`src/efr_pkg.sv`:
```
// Behaviour
// RULE1: eight channels each own this register set, copies spaced 0x80 apart.
// RULE2: read-only nibble holds selected national bit across one sub-multiframe.
// RULE3: nibble updates only after two successive identical sub-multiframe codewords.
// RULE4: reading the event register clears all eight receive event flags.
// RULE5: each event flag drives low interrupt only when enabled; enables reset 0.
// RULE6: offset status change in either direction sets the offset change flag.
// RULE7: link id status change in either direction sets the link change flag.
// RULE8: A bit 1 with E bit 0 held 10 ms sets remote alarm flag.
// RULE9: over 990 zero E bits per second for 5 seconds sets flag.
// RULE10: frame, sub-multiframe, multiframe and signalling multiframe starts set pulse flags.
// RULE11: fifo reinit bit at 1 reinitialises the transmit fifo; resets to 0.
// RULE12: software pulses fifo reinit 1 then 0 after backplane setup.
// RULE13: signalling source bits govern TS16 only while all-ones alarm is 0.
// RULE14: code 00 passes TS16 from data; software sets extra bit disable.
// RULE15: code 11 takes signalling; frame 0 TS16 becomes 0000 X0 Y X1 X2.
// RULE16: without CRC multiframe, international bits use programmed values unless disabled.
// RULE17: with CRC multiframe, international bits carry alignment pattern and CRC-4.
// RULE18: CRC-4 of sub-multiframe n is sent in sub-multiframe n+1.
// RULE19: software enables CRC generation only with framing and intl disable 0.
// RULE20: framing disable 0 inserts FAS; 1 passes data and ignores CRC controls.
// RULE21: with CRC on and far error enabled, frames 13, 15 carry FEBE.
// RULE22: selector 100..111 picks Sa4..Sa7, 000 picks Sa8, others reserved.
// RULE23: a nibble change sets the selected bit's change flag for interrupt.
// RULE24: interrupt is OR of enabled set flags, released once all are read.
// RULE25: flags hold until read; a set in the read cycle wins.
package efr_pkg;

  // ==========================================================
  // timing
  localparam int CLK_HZ       = 40_000_000;
  localparam int RAI_TIME_MS  = 10;
  localparam int RAI_CYCLES   = RAI_TIME_MS * (CLK_HZ / 1000);
  localparam int SEC_TIME_MS  = 1000;
  localparam int SEC_CYCLES   = SEC_TIME_MS * (CLK_HZ / 1000);
  localparam logic [10:0] FEBE_LIMIT   = 11'd990;
  localparam logic [2:0]  FEBE_SECONDS = 3'd5;

  // ==========================================================
  // register map, offsets within one channel
  localparam int          CH_LSB       = 7;
  localparam logic [6:0]  OFF_SA_CTRL  = 7'h3b;
  localparam logic [6:0]  OFF_SA_FLAGS = 7'h3c;
  localparam logic [6:0]  OFF_NIBBLE   = 7'h3d;
  localparam logic [6:0]  OFF_EV_EN    = 7'h3e;
  localparam logic [6:0]  OFF_EV_FLAGS = 7'h3f;
  localparam logic [6:0]  OFF_TX_CFG   = 7'h40;
  localparam logic [6:0]  OFF_INTL     = 7'h42;
  localparam logic [6:0]  OFF_EXTRA    = 7'h43;
  localparam logic [7:0]  TX_CFG_RST   = 8'h60;
  localparam logic [1:0]  INTL_RST     = 2'h3;
  localparam logic [2:0]  EXTRA_RST    = 3'h7;

  // ==========================================================
  // codes and frame layout
  localparam logic [1:0]  SIG_PASS     = 2'h0;
  localparam logic [1:0]  SIG_CAS      = 2'h3;
  localparam logic [2:0]  SEL_SA4      = 3'h4;
  localparam logic [2:0]  SEL_SA5      = 3'h5;
  localparam logic [2:0]  SEL_SA6      = 3'h6;
  localparam logic [2:0]  SEL_SA7      = 3'h7;
  localparam logic [2:0]  SEL_SA8      = 3'h0;
  localparam logic [4:0]  TS_ALIGN     = 5'h00;
  localparam logic [4:0]  TS_SIG       = 5'h10;
  localparam logic [4:0]  TS_LAST      = 5'h1f;
  localparam logic [2:0]  SUBMF_LAST   = 3'h7;
  localparam logic [3:0]  FRAME_E1     = 4'hd;
  localparam logic [3:0]  FRAME_E2     = 4'hf;
  localparam logic [6:0]  FAS_PATTERN  = 7'h1b;
  localparam logic [5:0]  MF_ALIGN     = 6'h0b;
  localparam logic [3:0]  CRC4_POLY    = 4'h3;

  // ==========================================================
  // carriers
  typedef struct packed {
    logic offset_change;
    logic remote_alarm;
    logic continuous_far_error;
    logic link_id_change;
    logic frame_pulse;
    logic crc_submf_pulse;
    logic crc_mf_pulse;
    logic sig_mf_pulse;
  } efr_rx_ev_t;

  typedef struct packed {
    logic gen_fifo_reinit;
    logic sig_source_hi;
    logic sig_source_lo;
    logic crc_mf_generate;
    logic framing_disable;
    logic far_error_disable;
    logic intl_bit_disable;
    logic extra_bit_disable;
  } efr_tx_cfg_t;

  typedef struct packed {
    efr_rx_ev_t  ev_en;
    efr_rx_ev_t  ev_flags;
    efr_tx_cfg_t cfg;
    logic [1:0]  si;
    logic [2:0]  xbits;
    logic [2:0]  sa_sel;
    logic [4:0]  sa_en;
    logic [4:0]  sa_flags;
    logic [3:0]  nibble;
    logic [3:0]  collect;
    logic [3:0]  cand;
    logic        oof_q;
    logic        link_q;
    logic [31:0] ra_cnt;
    logic        ra_on;
    logic [31:0] sec_cnt;
    logic [10:0] febe_cnt;
    logic [2:0]  run;
    logic [4:0]  ts;
    logic [3:0]  frame;
    logic [3:0]  crc_acc;
    logic [3:0]  crc_tx;
    logic [7:0]  rdata;
    logic        int_n;
    logic [7:0]  line_byte;
    logic        line_valid;
    logic        line_mf_start;
  } efr_state_t;

endpackage : efr_pkg
```
`src/efr_framer.sv`:
```
`timescale 1ns/1ps

// ============================================================
// transmit fifo
module efr_fifo #(
  parameter int WIDTH = 8,
  parameter int DEPTH = 4
) (
  // clock and reset
  input  wire logic             i_ref_clk,
  input  wire logic             i_resetn,
  input  wire logic             i_clear,
  // fill side
  input  wire logic [WIDTH-1:0] i_in_data,
  input  wire logic             i_in_valid,
  output logic                  o_in_ready,
  // drain side
  output logic [WIDTH-1:0]      o_out_data,
  output logic                  o_out_valid,
  input  wire logic             i_out_ready
);
  localparam int PW = (DEPTH > 1) ? $clog2(DEPTH) : 1;
  localparam int CW = $clog2(DEPTH + 1);

  typedef struct packed {
    logic [DEPTH-1:0][WIDTH-1:0] mem;
    logic [PW-1:0]               wp;
    logic [PW-1:0]               rp;
    logic [CW-1:0]               cnt;
    logic                        ready;
  } efr_fifo_state_t;

  efr_fifo_state_t q;
  efr_fifo_state_t n;
  logic            push;
  logic            pop;

  function automatic logic [PW-1:0] bump(input logic [PW-1:0] p);
    bump = (p == PW'(DEPTH - 1)) ? '0 : p + PW'(1);
  endfunction : bump

  assign o_in_ready  = q.ready;
  assign o_out_valid = (q.cnt != '0);
  assign o_out_data  = q.mem[q.rp];

  always_comb begin
    n    = q;
    push = i_in_valid && q.ready;
    pop  = i_out_ready && (q.cnt != '0);
    if (i_clear) begin
      n.wp  = '0;
      n.rp  = '0;
      n.cnt = '0;
    end else begin
      if (push) begin
        n.mem[q.wp] = i_in_data;
        n.wp        = bump(q.wp);
      end
      if (pop) begin
        n.rp = bump(q.rp);
      end
      n.cnt = q.cnt + CW'(push) - CW'(pop);
    end
    // ready is a flop so the backplane never sees a comb path
    n.ready = (n.cnt != CW'(DEPTH));
  end

  always_ff @(posedge i_ref_clk or negedge i_resetn) begin
    if (!i_resetn) begin
      q <= '0;
    end else begin
      q <= n;
    end
  end

endmodule : efr_fifo

// ============================================================
// one framer channel
module efr_framer #(
  parameter logic [2:0] CHANNEL      = 3'h0,
  parameter int         P_RAI_CYCLES = efr_pkg::RAI_CYCLES,
  parameter int         P_SEC_CYCLES = efr_pkg::SEC_CYCLES,
  parameter int         FIFO_DEPTH   = 4
) (
  // clock and reset
  input  wire logic       i_ref_clk,
  input  wire logic       i_resetn,
  // processor port
  input  wire logic       i_cs,
  input  wire logic       i_rd,
  input  wire logic       i_wr,
  input  wire logic [9:0] i_addr,
  input  wire logic [7:0] i_wdata,
  output logic      [7:0] o_rdata,
  output logic            o_int_n,
  // receive processor
  input  wire logic       i_rx_frame_start,
  input  wire logic       i_rx_submf_start,
  input  wire logic       i_rx_mf_start,
  input  wire logic       i_rx_sigmf_start,
  input  wire logic       i_rx_nfas_strobe,
  input  wire logic [4:0] i_rx_sa_bits,
  input  wire logic       i_offset_status,
  input  wire logic       i_link_id_status,
  input  wire logic       i_rx_a_bit,
  input  wire logic       i_rx_e_bit_zero,
  input  wire logic       i_rx_febe_pulse,
  input  wire logic [1:0] i_rx_crc_fail,
  // backplane transmit
  input  wire logic [7:0] i_tx_data_in,
  input  wire logic       i_tx_valid,
  output logic            o_tx_ready,
  input  wire logic [7:0] i_tx_signalling_stream,
  input  wire logic       i_tx_ais,
  // line side
  input  wire logic       i_line_take,
  output logic      [7:0] o_line_byte,
  output logic            o_line_valid,
  output logic            o_line_mf_start
);

  efr_pkg::efr_state_t q;
  efr_pkg::efr_state_t n;
  efr_pkg::efr_rx_ev_t set_ev;
  logic [4:0]          sa_set;
  logic                hit;
  logic                wr;
  logic                rd;
  logic                rd_ev;
  logic [6:0]          off;
  logic [7:0]          fifo_data;
  logic                fifo_valid;
  logic                produce;
  logic [7:0]          b;
  logic [7:0]          cb;
  logic [3:0]          acc;
  logic                ebit;

  // ==========================================================
  // helpers
  function automatic logic [4:0] sa_onehot(input logic [2:0] sel);
    if (sel == efr_pkg::SEL_SA4) begin
      sa_onehot = 5'h10;
    end else if (sel == efr_pkg::SEL_SA5) begin
      sa_onehot = 5'h08;
    end else if (sel == efr_pkg::SEL_SA6) begin
      sa_onehot = 5'h04;
    end else if (sel == efr_pkg::SEL_SA7) begin
      sa_onehot = 5'h02;
    end else if (sel == efr_pkg::SEL_SA8) begin
      sa_onehot = 5'h01;
    end else begin
      sa_onehot = 5'h00; // RULE22
    end
  endfunction : sa_onehot

  function automatic logic [3:0] crc4_byte(input logic [3:0] c,
                                           input logic [7:0] d);
    logic [3:0] r;
    logic       fb;
    r = c;
    for (int i = 7; i >= 0; i--) begin
      fb = r[3] ^ d[i];
      r  = {r[2:0], 1'b0} ^ (fb ? efr_pkg::CRC4_POLY : 4'h0);
    end
    crc4_byte = r;
  endfunction : crc4_byte

  // ==========================================================
  // transmit fifo
  efr_fifo #(
    .WIDTH (8),
    .DEPTH (FIFO_DEPTH)
  ) u_fifo (
    .i_ref_clk   (i_ref_clk),
    .i_resetn    (i_resetn),
    .i_clear     (q.cfg.gen_fifo_reinit), // RULE11
    .i_in_data   (i_tx_data_in),
    .i_in_valid  (i_tx_valid),
    .o_in_ready  (o_tx_ready),
    .o_out_data  (fifo_data),
    .o_out_valid (fifo_valid),
    .i_out_ready (produce)
  );

  assign o_rdata         = q.rdata;
  assign o_int_n         = q.int_n;
  assign o_line_byte     = q.line_byte;
  assign o_line_valid    = q.line_valid;
  assign o_line_mf_start = q.line_mf_start;

  // ==========================================================
  // next state
  always_comb begin
    n       = q;
    off     = i_addr[6:0];
    hit     = i_cs && (i_addr[9:efr_pkg::CH_LSB] == CHANNEL); // RULE1
    wr      = hit && i_wr;
    rd      = hit && i_rd;
    rd_ev   = rd && (off == efr_pkg::OFF_EV_FLAGS);
    sa_set  = '0;
    produce = !q.cfg.gen_fifo_reinit && i_line_take && fifo_valid;
    b       = fifo_data; // RULE14 RULE20
    cb      = 8'h00;
    acc     = q.crc_acc;
    ebit    = 1'b1;

    // receive events
    set_ev                      = '0;
    set_ev.offset_change        = i_offset_status != q.oof_q;   // RULE6
    set_ev.link_id_change       = i_link_id_status != q.link_q; // RULE7
    set_ev.frame_pulse          = i_rx_frame_start;             // RULE10
    set_ev.crc_submf_pulse      = i_rx_submf_start;             // RULE10
    set_ev.crc_mf_pulse         = i_rx_mf_start;                // RULE10
    set_ev.sig_mf_pulse         = i_rx_sigmf_start;             // RULE10
    n.oof_q                     = i_offset_status;
    n.link_q                    = i_link_id_status;

    // remote alarm with far-end error, held for the full window
    if (i_rx_a_bit && i_rx_e_bit_zero) begin
      if (q.ra_cnt < 32'(P_RAI_CYCLES - 1)) begin
        n.ra_cnt = q.ra_cnt + 32'h1;
      end else begin
        n.ra_on             = 1'b1;
        set_ev.remote_alarm = !q.ra_on; // RULE8
      end
    end else begin
      n.ra_cnt = '0;
      n.ra_on  = 1'b0;
    end

    // one-second windows of zero E-bit counts
    if (q.sec_cnt >= 32'(P_SEC_CYCLES - 1)) begin
      n.sec_cnt  = '0;
      n.febe_cnt = {10'h000, i_rx_febe_pulse};
      if (q.febe_cnt > efr_pkg::FEBE_LIMIT) begin
        if (q.run == efr_pkg::FEBE_SECONDS - 3'h1) begin
          set_ev.continuous_far_error = 1'b1; // RULE9
        end
        if (q.run != efr_pkg::FEBE_SECONDS) begin
          n.run = q.run + 3'h1;
        end
      end else begin
        n.run = '0;
      end
    end else begin
      n.sec_cnt = q.sec_cnt + 32'h1;
      if (i_rx_febe_pulse && (q.febe_cnt != 11'h7ff)) begin
        n.febe_cnt = q.febe_cnt + 11'h1;
      end
    end

    // national-bit nibble, first bit ends in bit 3
    if (i_rx_nfas_strobe) begin
      n.collect = {q.collect[2:0],
                   |(sa_onehot(q.sa_sel) & i_rx_sa_bits)}; // RULE2
    end
    if (i_rx_submf_start) begin
      n.cand = q.collect;
      if ((q.collect == q.cand) && (q.collect != q.nibble)) begin
        n.nibble = q.collect;            // RULE3
        sa_set   = sa_onehot(q.sa_sel);  // RULE23
      end
    end

    // register writes
    if (wr) begin
      if (off == efr_pkg::OFF_EV_EN) begin
        n.ev_en = i_wdata;
      end else if (off == efr_pkg::OFF_TX_CFG) begin
        n.cfg = i_wdata; // RULE11
      end else if (off == efr_pkg::OFF_SA_CTRL) begin
        n.sa_sel = i_wdata[7:5];
        n.sa_en  = i_wdata[4:0];
      end else if (off == efr_pkg::OFF_INTL) begin
        n.si = i_wdata[7:6];
      end else if (off == efr_pkg::OFF_EXTRA) begin
        n.xbits = {i_wdata[3], i_wdata[1:0]};
      end
    end

    // register reads, unmapped offsets answer zero
    if (rd) begin
      if (off == efr_pkg::OFF_SA_CTRL) begin
        n.rdata = {q.sa_sel, q.sa_en};
      end else if (off == efr_pkg::OFF_SA_FLAGS) begin
        n.rdata = {3'h0, q.sa_flags};
      end else if (off == efr_pkg::OFF_NIBBLE) begin
        n.rdata = {4'h0, q.nibble}; // RULE2
      end else if (off == efr_pkg::OFF_EV_EN) begin
        n.rdata = q.ev_en;
      end else if (off == efr_pkg::OFF_EV_FLAGS) begin
        n.rdata = q.ev_flags;
      end else if (off == efr_pkg::OFF_TX_CFG) begin
        n.rdata = q.cfg;
      end else if (off == efr_pkg::OFF_INTL) begin
        n.rdata = {q.si, 6'h00};
      end else if (off == efr_pkg::OFF_EXTRA) begin
        n.rdata = {4'h0, q.xbits[2], 1'b0, q.xbits[1:0]};
      end else begin
        n.rdata = 8'h00;
      end
    end

    // a set in the read cycle must survive the clear
    n.ev_flags = (rd_ev ? '0 : q.ev_flags) | set_ev; // RULE4 RULE25
    n.sa_flags = ((rd && (off == efr_pkg::OFF_SA_FLAGS)) ? 5'h00
                  : q.sa_flags) | sa_set;
    n.int_n    = !(|(n.ev_flags & n.ev_en) ||
                   |(n.sa_flags & n.sa_en)); // RULE5 RULE24

    // transmit generator, one timeslot byte per line request
    n.line_valid    = 1'b0;
    n.line_mf_start = 1'b0;
    ebit = q.cfg.far_error_disable
           ? ((q.frame == efr_pkg::FRAME_E1) ? q.si[1] : q.si[0])
           : ((q.frame == efr_pkg::FRAME_E1) ? !i_rx_crc_fail[1]
                                             : !i_rx_crc_fail[0]); // RULE21
    if (q.cfg.gen_fifo_reinit) begin
      n.ts      = '0; // RULE11
      n.frame   = '0;
      n.crc_acc = '0;
      n.crc_tx  = '0;
    end else if (produce) begin
      if (!q.cfg.framing_disable) begin // RULE20
        if (q.ts == efr_pkg::TS_ALIGN) begin
          if (!q.frame[0]) begin
            b[6:0] = efr_pkg::FAS_PATTERN; // RULE20
          end else begin
            b[6] = 1'b1;
          end
          if (q.cfg.crc_mf_generate) begin
            if (!q.frame[0]) begin
              b[7] = q.crc_tx[2'h3 - q.frame[2:1]]; // RULE17 RULE18
            end else if ((q.frame == efr_pkg::FRAME_E1) ||
                         (q.frame == efr_pkg::FRAME_E2)) begin
              b[7] = ebit; // RULE21
            end else begin
              b[7] = efr_pkg::MF_ALIGN[3'h5 - q.frame[3:1]]; // RULE17
            end
          end else if (!q.cfg.intl_bit_disable) begin
            b[7] = q.frame[0] ? q.si[0] : q.si[1]; // RULE16
          end
        end else if ((q.ts == efr_pkg::TS_SIG) && !i_tx_ais) begin // RULE13
          if ({q.cfg.sig_source_hi, q.cfg.sig_source_lo} ==
              efr_pkg::SIG_CAS) begin
            b = i_tx_signalling_stream; // RULE15
            if (q.frame == 4'h0) begin
              b[7:4] = 4'h0; // RULE15
              if (!q.cfg.extra_bit_disable) begin
                b[3]   = q.xbits[2];
                b[1:0] = q.xbits[1:0];
              end else begin
                b[3]   = fifo_data[3];
                b[1:0] = fifo_data[1:0];
              end
            end
          end
          // code 00 and the reserved codes leave the backplane byte
        end
      end
      // C bits count as zero while the remainder is formed
      cb = b;
      if ((q.ts == efr_pkg::TS_ALIGN) && !q.frame[0]) begin
        cb[7] = 1'b0;
      end
      acc             = crc4_byte(q.crc_acc, cb);
      n.line_byte     = b;
      n.line_valid    = 1'b1;
      n.line_mf_start = (q.ts == efr_pkg::TS_ALIGN) && (q.frame == 4'h0);
      if ((q.frame[2:0] == efr_pkg::SUBMF_LAST) &&
          (q.ts == efr_pkg::TS_LAST)) begin
        n.crc_tx  = acc; // RULE18
        n.crc_acc = '0;
      end else begin
        n.crc_acc = acc;
      end
      n.ts = q.ts + 5'h01;
      if (q.ts == efr_pkg::TS_LAST) begin
        n.frame = q.frame + 4'h1;
      end
    end
  end

  always_ff @(posedge i_ref_clk or negedge i_resetn) begin
    if (!i_resetn) begin
      q       <= '0;
      q.cfg   <= efr_pkg::TX_CFG_RST;
      q.si    <= efr_pkg::INTL_RST;
      q.xbits <= efr_pkg::EXTRA_RST;
      q.int_n <= 1'b1;
    end else begin
      q <= n;
    end
  end
endmodule : efr_framer

```
`config.mk`:
```
export PLATFORM = sky130hd
export DESIGN_NAME = efr_framer
export DESIGN_NICKNAME = d
export VERILOG_FILES = /design/src/efr_pkg.sv /design/src/efr_framer.sv
export SDC_FILE = /design/constraint.sdc
export NUM_CORES = 1
export LEC_CHECK = 0
export ABC_AREA = 1
export BUFFER_PORTS_ARGS = -buffer_cell sky130_fd_sc_hd__buf_2
export CELL_PAD_IN_SITES_DETAIL_PLACEMENT = 0
export CELL_PAD_IN_SITES_GLOBAL_PLACEMENT = 1
export CORE_UTILIZATION = 45
export DETAILED_ROUTE_END_ITERATION = 8
export PLACE_DENSITY = 0.86
export SLEW_MARGIN = 20
export SYNTH_ARGS = -nofsm -noshare
export SYNTH_HDL_FRONTEND = slang
export SYNTH_SLANG_ARGS = --single-unit
```
`constraint.sdc`:
```
create_clock -name i_ref_clk -period 6.3 [get_ports i_ref_clk]
set_clock_uncertainty 0.05 [all_clocks]
set_input_delay 0.63 -clock i_ref_clk [delete_from_list [all_inputs] [get_ports i_ref_clk]]
set_output_delay 0.63 -clock i_ref_clk [all_outputs]
set_load 0.01 [all_outputs]
```
==> impl_metrics.py <==
metrics = {
    "critical_path": {
        "critPathLaunchType": "flip-flop",
        "r2r_end": "u_fifo.o_in_ready",
        "crit_path_cell_trace": "or2_2 > o21ai_1 > nor2_1 > ha_1 > inv_1 > ha_1 > fa_1 > a21oi_1 > nand3_1",
        "worstSetupPathType": "flip-flop to flip-flop",
        "crit_path_end": "u_fifo.o_in_ready",
        "critPathArrivalTime_ps": 3040,
        "rr_worst_depth": 9,
        "crit_start": "u_fifo.q[2]",
        "crit_required_ps": 6640,
        "r2r_setup_slack_ps": 3600,
        "r2r_start": "u_fifo.q[2]",
        "critPathSlowestCell": "dfrtp_1",
        "cp-end-kind": "flip-flop",
        "critPathMaxFanout": 9,
        "path_common_cell": "ha_1",
        "crit_path_max_incr_delay_ps": 390,
    },
    "cts": {
        "clk_pin_slew_worst_paths_ps": 50,
        "post_cts_buffers": 0,
        "postCtsHoldBufs": 0,
        "root_buffer": "clkbuf_16",
        "cts_tree": "yes",
        "cts_resized": 0,
        "cts_buffers": 24,
        "h-tree-depth": 1,
        "clock_path_buffers": 3,
        "clkSinkCount": 211,
        "clk_latency_ps": 530,
    },
    "synth": {
        "syn_area_um2": 11100,
        "synth_top_area_share_pct": 45.9,
        "yosysSeqAreaShare_pct": 47.8,
        "syn_inst": 1393,
        "synth_edf_count": 0,
        "yosys-top-cells-area": "dfrtp_1 46%, nand2_1 12%, inv_1 6.0%, o21ai_0 5.8%, nor2_1 4.1%",
        "syn_area_per_cell_um2": 7.94,
        "synth_top_family_by_area": "simple AND/OR/NAND/NOR gates",
        "synth_common_cells": "355 x nand2_1, 203 x dfrtp_1, 176 x inv_1",
        "synthFlopType": "dfrtp_1",
        "yosys.cell_types.count": 58,
        "muxShareOfSynthArea_pct": 0,
        "yosysWarnings": 0,
        "yosysMostFrequentCell": "nand2_1",
        "async_reset_ff_share_pct": 100,
        "ys_ff_latch": 211,
        "synth_compound_area_share_pct": 10.6,
        "yosys.area_share.simple_pct": 27.5,
        "synth_xor_area_share_pct": 2.69,
        "synthAdderAreaFrac_pct": 2.78,
        "synth_area_leader_cell": "dfrtp_1",
    },
    "detailed_routing": {
        "initialDrtViolationCount": 595,
        "drcViolationCount": 0,
        "num_vias": 9140,
        "routed_wl_mm": 25.4,
        "drtPass1Iterations": 5,
        "antenna_left": 0,
        "detail_route.wl_per_cell_um": 14.1,
        "vias_per_cell": 5.07,
    },
    "timing": {
        "setup_viol": 0,
        "worst_pin_slew_ps": 769,
        "setup-tns-final_ps": 0,
        "fmax_mhz": 370,
        "slew_violations": 0,
        "period_share_pct": 42.9,
        "hold_viol": 0,
        "slew_headroom_pct": 48.8,
        "period_minus_slack_ps": 2700,
        "rsz0062_at_grt": "no",
    },
    "die": {
        "rows": 56,
        "ios": 79,
        "start_util_pct": 46.5,
        "die_area_um2": 25200,
        "core_area_um2": 23800,
        "die_w_um": 159,
        "die_h_um": 159,
    },
    "final_layout": {
        "regArea_um2": 5290,
        "area_delta_synth_final_pct": 12.5,
        "fillers": 2334,
        "multi_input_area_um2": 4830,
        "nets": 1549,
        "diodes": 0,
        "drive_gt1_share_pct": 12.1,
        "stdcell_count": 1803,
    },
    "pwr": {
        "p_leak_nw": 5.99,
        "powerDensity_nw_per_um2": 358,
        "irDropWorstVdd_mv": 0.218,
    },
    "grt": {
        "grt_pass1_wl_mm": 43.1,
        "antenna_found_initial": 0,
        "grt_pass1_vias": 8812,
        "overflow": 0,
        "grtUsageTotal_pct": 20.5,
        "grt_max_degree": 97,
    },
    "placed_design": {
        "place_congestion": 0.880,
        "place_hpwl_mm": 18.4,
        "port_buffers": 78,
        "dp.cells": 1759,
    },
    "flow_run": {
        "max_cap_violations": 0,
    },
    "status": {
        "status": "finished clean",
    },
    "min_path": {
        "hold_path_class": "input port to asynchronous set/reset pin",
    },
}
## worst max-delay path, delay by kind of cell, from the launching register on
kind | cells | cell delay [ps]
compound gates | 2 | 540
flops | 1 | 390
buf+inv | 1 | 40
simple gates | 3 | 650
fa+ha+maj | 3 | 900
## where the power goes
group / total, mW / switching, mW / internal [mW]
Sequential: 1.77 / 0.189 / 1.58
Clock: 1.38 / 0.560 / 0.824
Combinational: 1.30 / 0.840 / 0.463
Total: 4.46 / 1.59 / 2.87
## worst min-delay path by stage
stage / start / end / slack [ps] / cells past startpoint
after floorplan: i_resetn / o_line_byte[0] / 280 / 0
after global placement: q[50] / q[50] / 390 / 1
after detailed placement: q[50] / q[50] / 420 / 1
after CTS: i_resetn / u_fifo.q[29] / 110 / 1
after global routing: i_resetn / u_fifo.q[25] / 150 / 1
final: i_resetn / o_line_byte[2] / 90 / 1
## final cells by class
class,instances,area share [%]
flip-flops and latches,211,42.5
multi-input cells,961,38.9
inverters,186,5.64
clock buffers,34,5.37
repair buffers,82,3.46
well taps,319,3.21
clock inverters,10,0.945
## registers in the layout (all words and copies together), names as in the netlist
signal and count:
o_rdata 8, u_fifo.o_in_ready 1, o_line_byte 8, q 152
o_line_valid 1, o_line_mf_start 1, o_int_n 1, u_fifo.q 39
## through the flow
step	total power, mW	hold WS, ps	utilization [%]	cell area [µm²]	setup WS [ps]
2_1_floorplan	2.79	284	-	11100	3880
5_1_grt	4.78	145	52.4	12400	3280
4_1_cts	4.50	112	52.4	12400	3580
3_3_place_gp	3.06	393	49.1	11700	3650
6_report	4.46	92.0	52.4	12400	3600
3_5_place_dp	3.10	417	49.1	11700	3580
## cells by family after synthesis
family,count (synthesis)
buffers and inverters,226
adder cells (fa/ha/maj),24
AND/OR/NAND/NOR,687
flip-flops,211
AO/OA/AOI/OAI,210
other,1
XOR/XNOR,34
## metal layers
layer / routed length, µm / up-vias / track usage [%] / part of all wire, %
met5: 0 / - / 0 / 0
met4: 473 / 0 / 5.30 / 1.9
met3: 1070 / 35 / 3.40 / 4.2
met2: 11600 / 167 / 33.5 / 46
met1: 12200 / 4304 / 28.2 / 48
li1: - / 4634 / - / -
## placed cells by master, fill, tap and decap left out, types with 7 or more instances in the layout
cell type	instances
clkbuf_16	24
clkbuf_1	7
a21oi_1	29
dfrtp_1	203
nor2_2	8
o21ai_0	129
nand2_2	21
ha_1	23
a211oi_1	7
nand3_1	91
nand4_1	24
dfstp_2	8
xor2_1	21
buf_2	77
nor3_1	32
nand2_1	355
nor4_1	7
inv_1	176
xnor2_1	13
nor2_1	122
(Power assumes the default switching activity.)
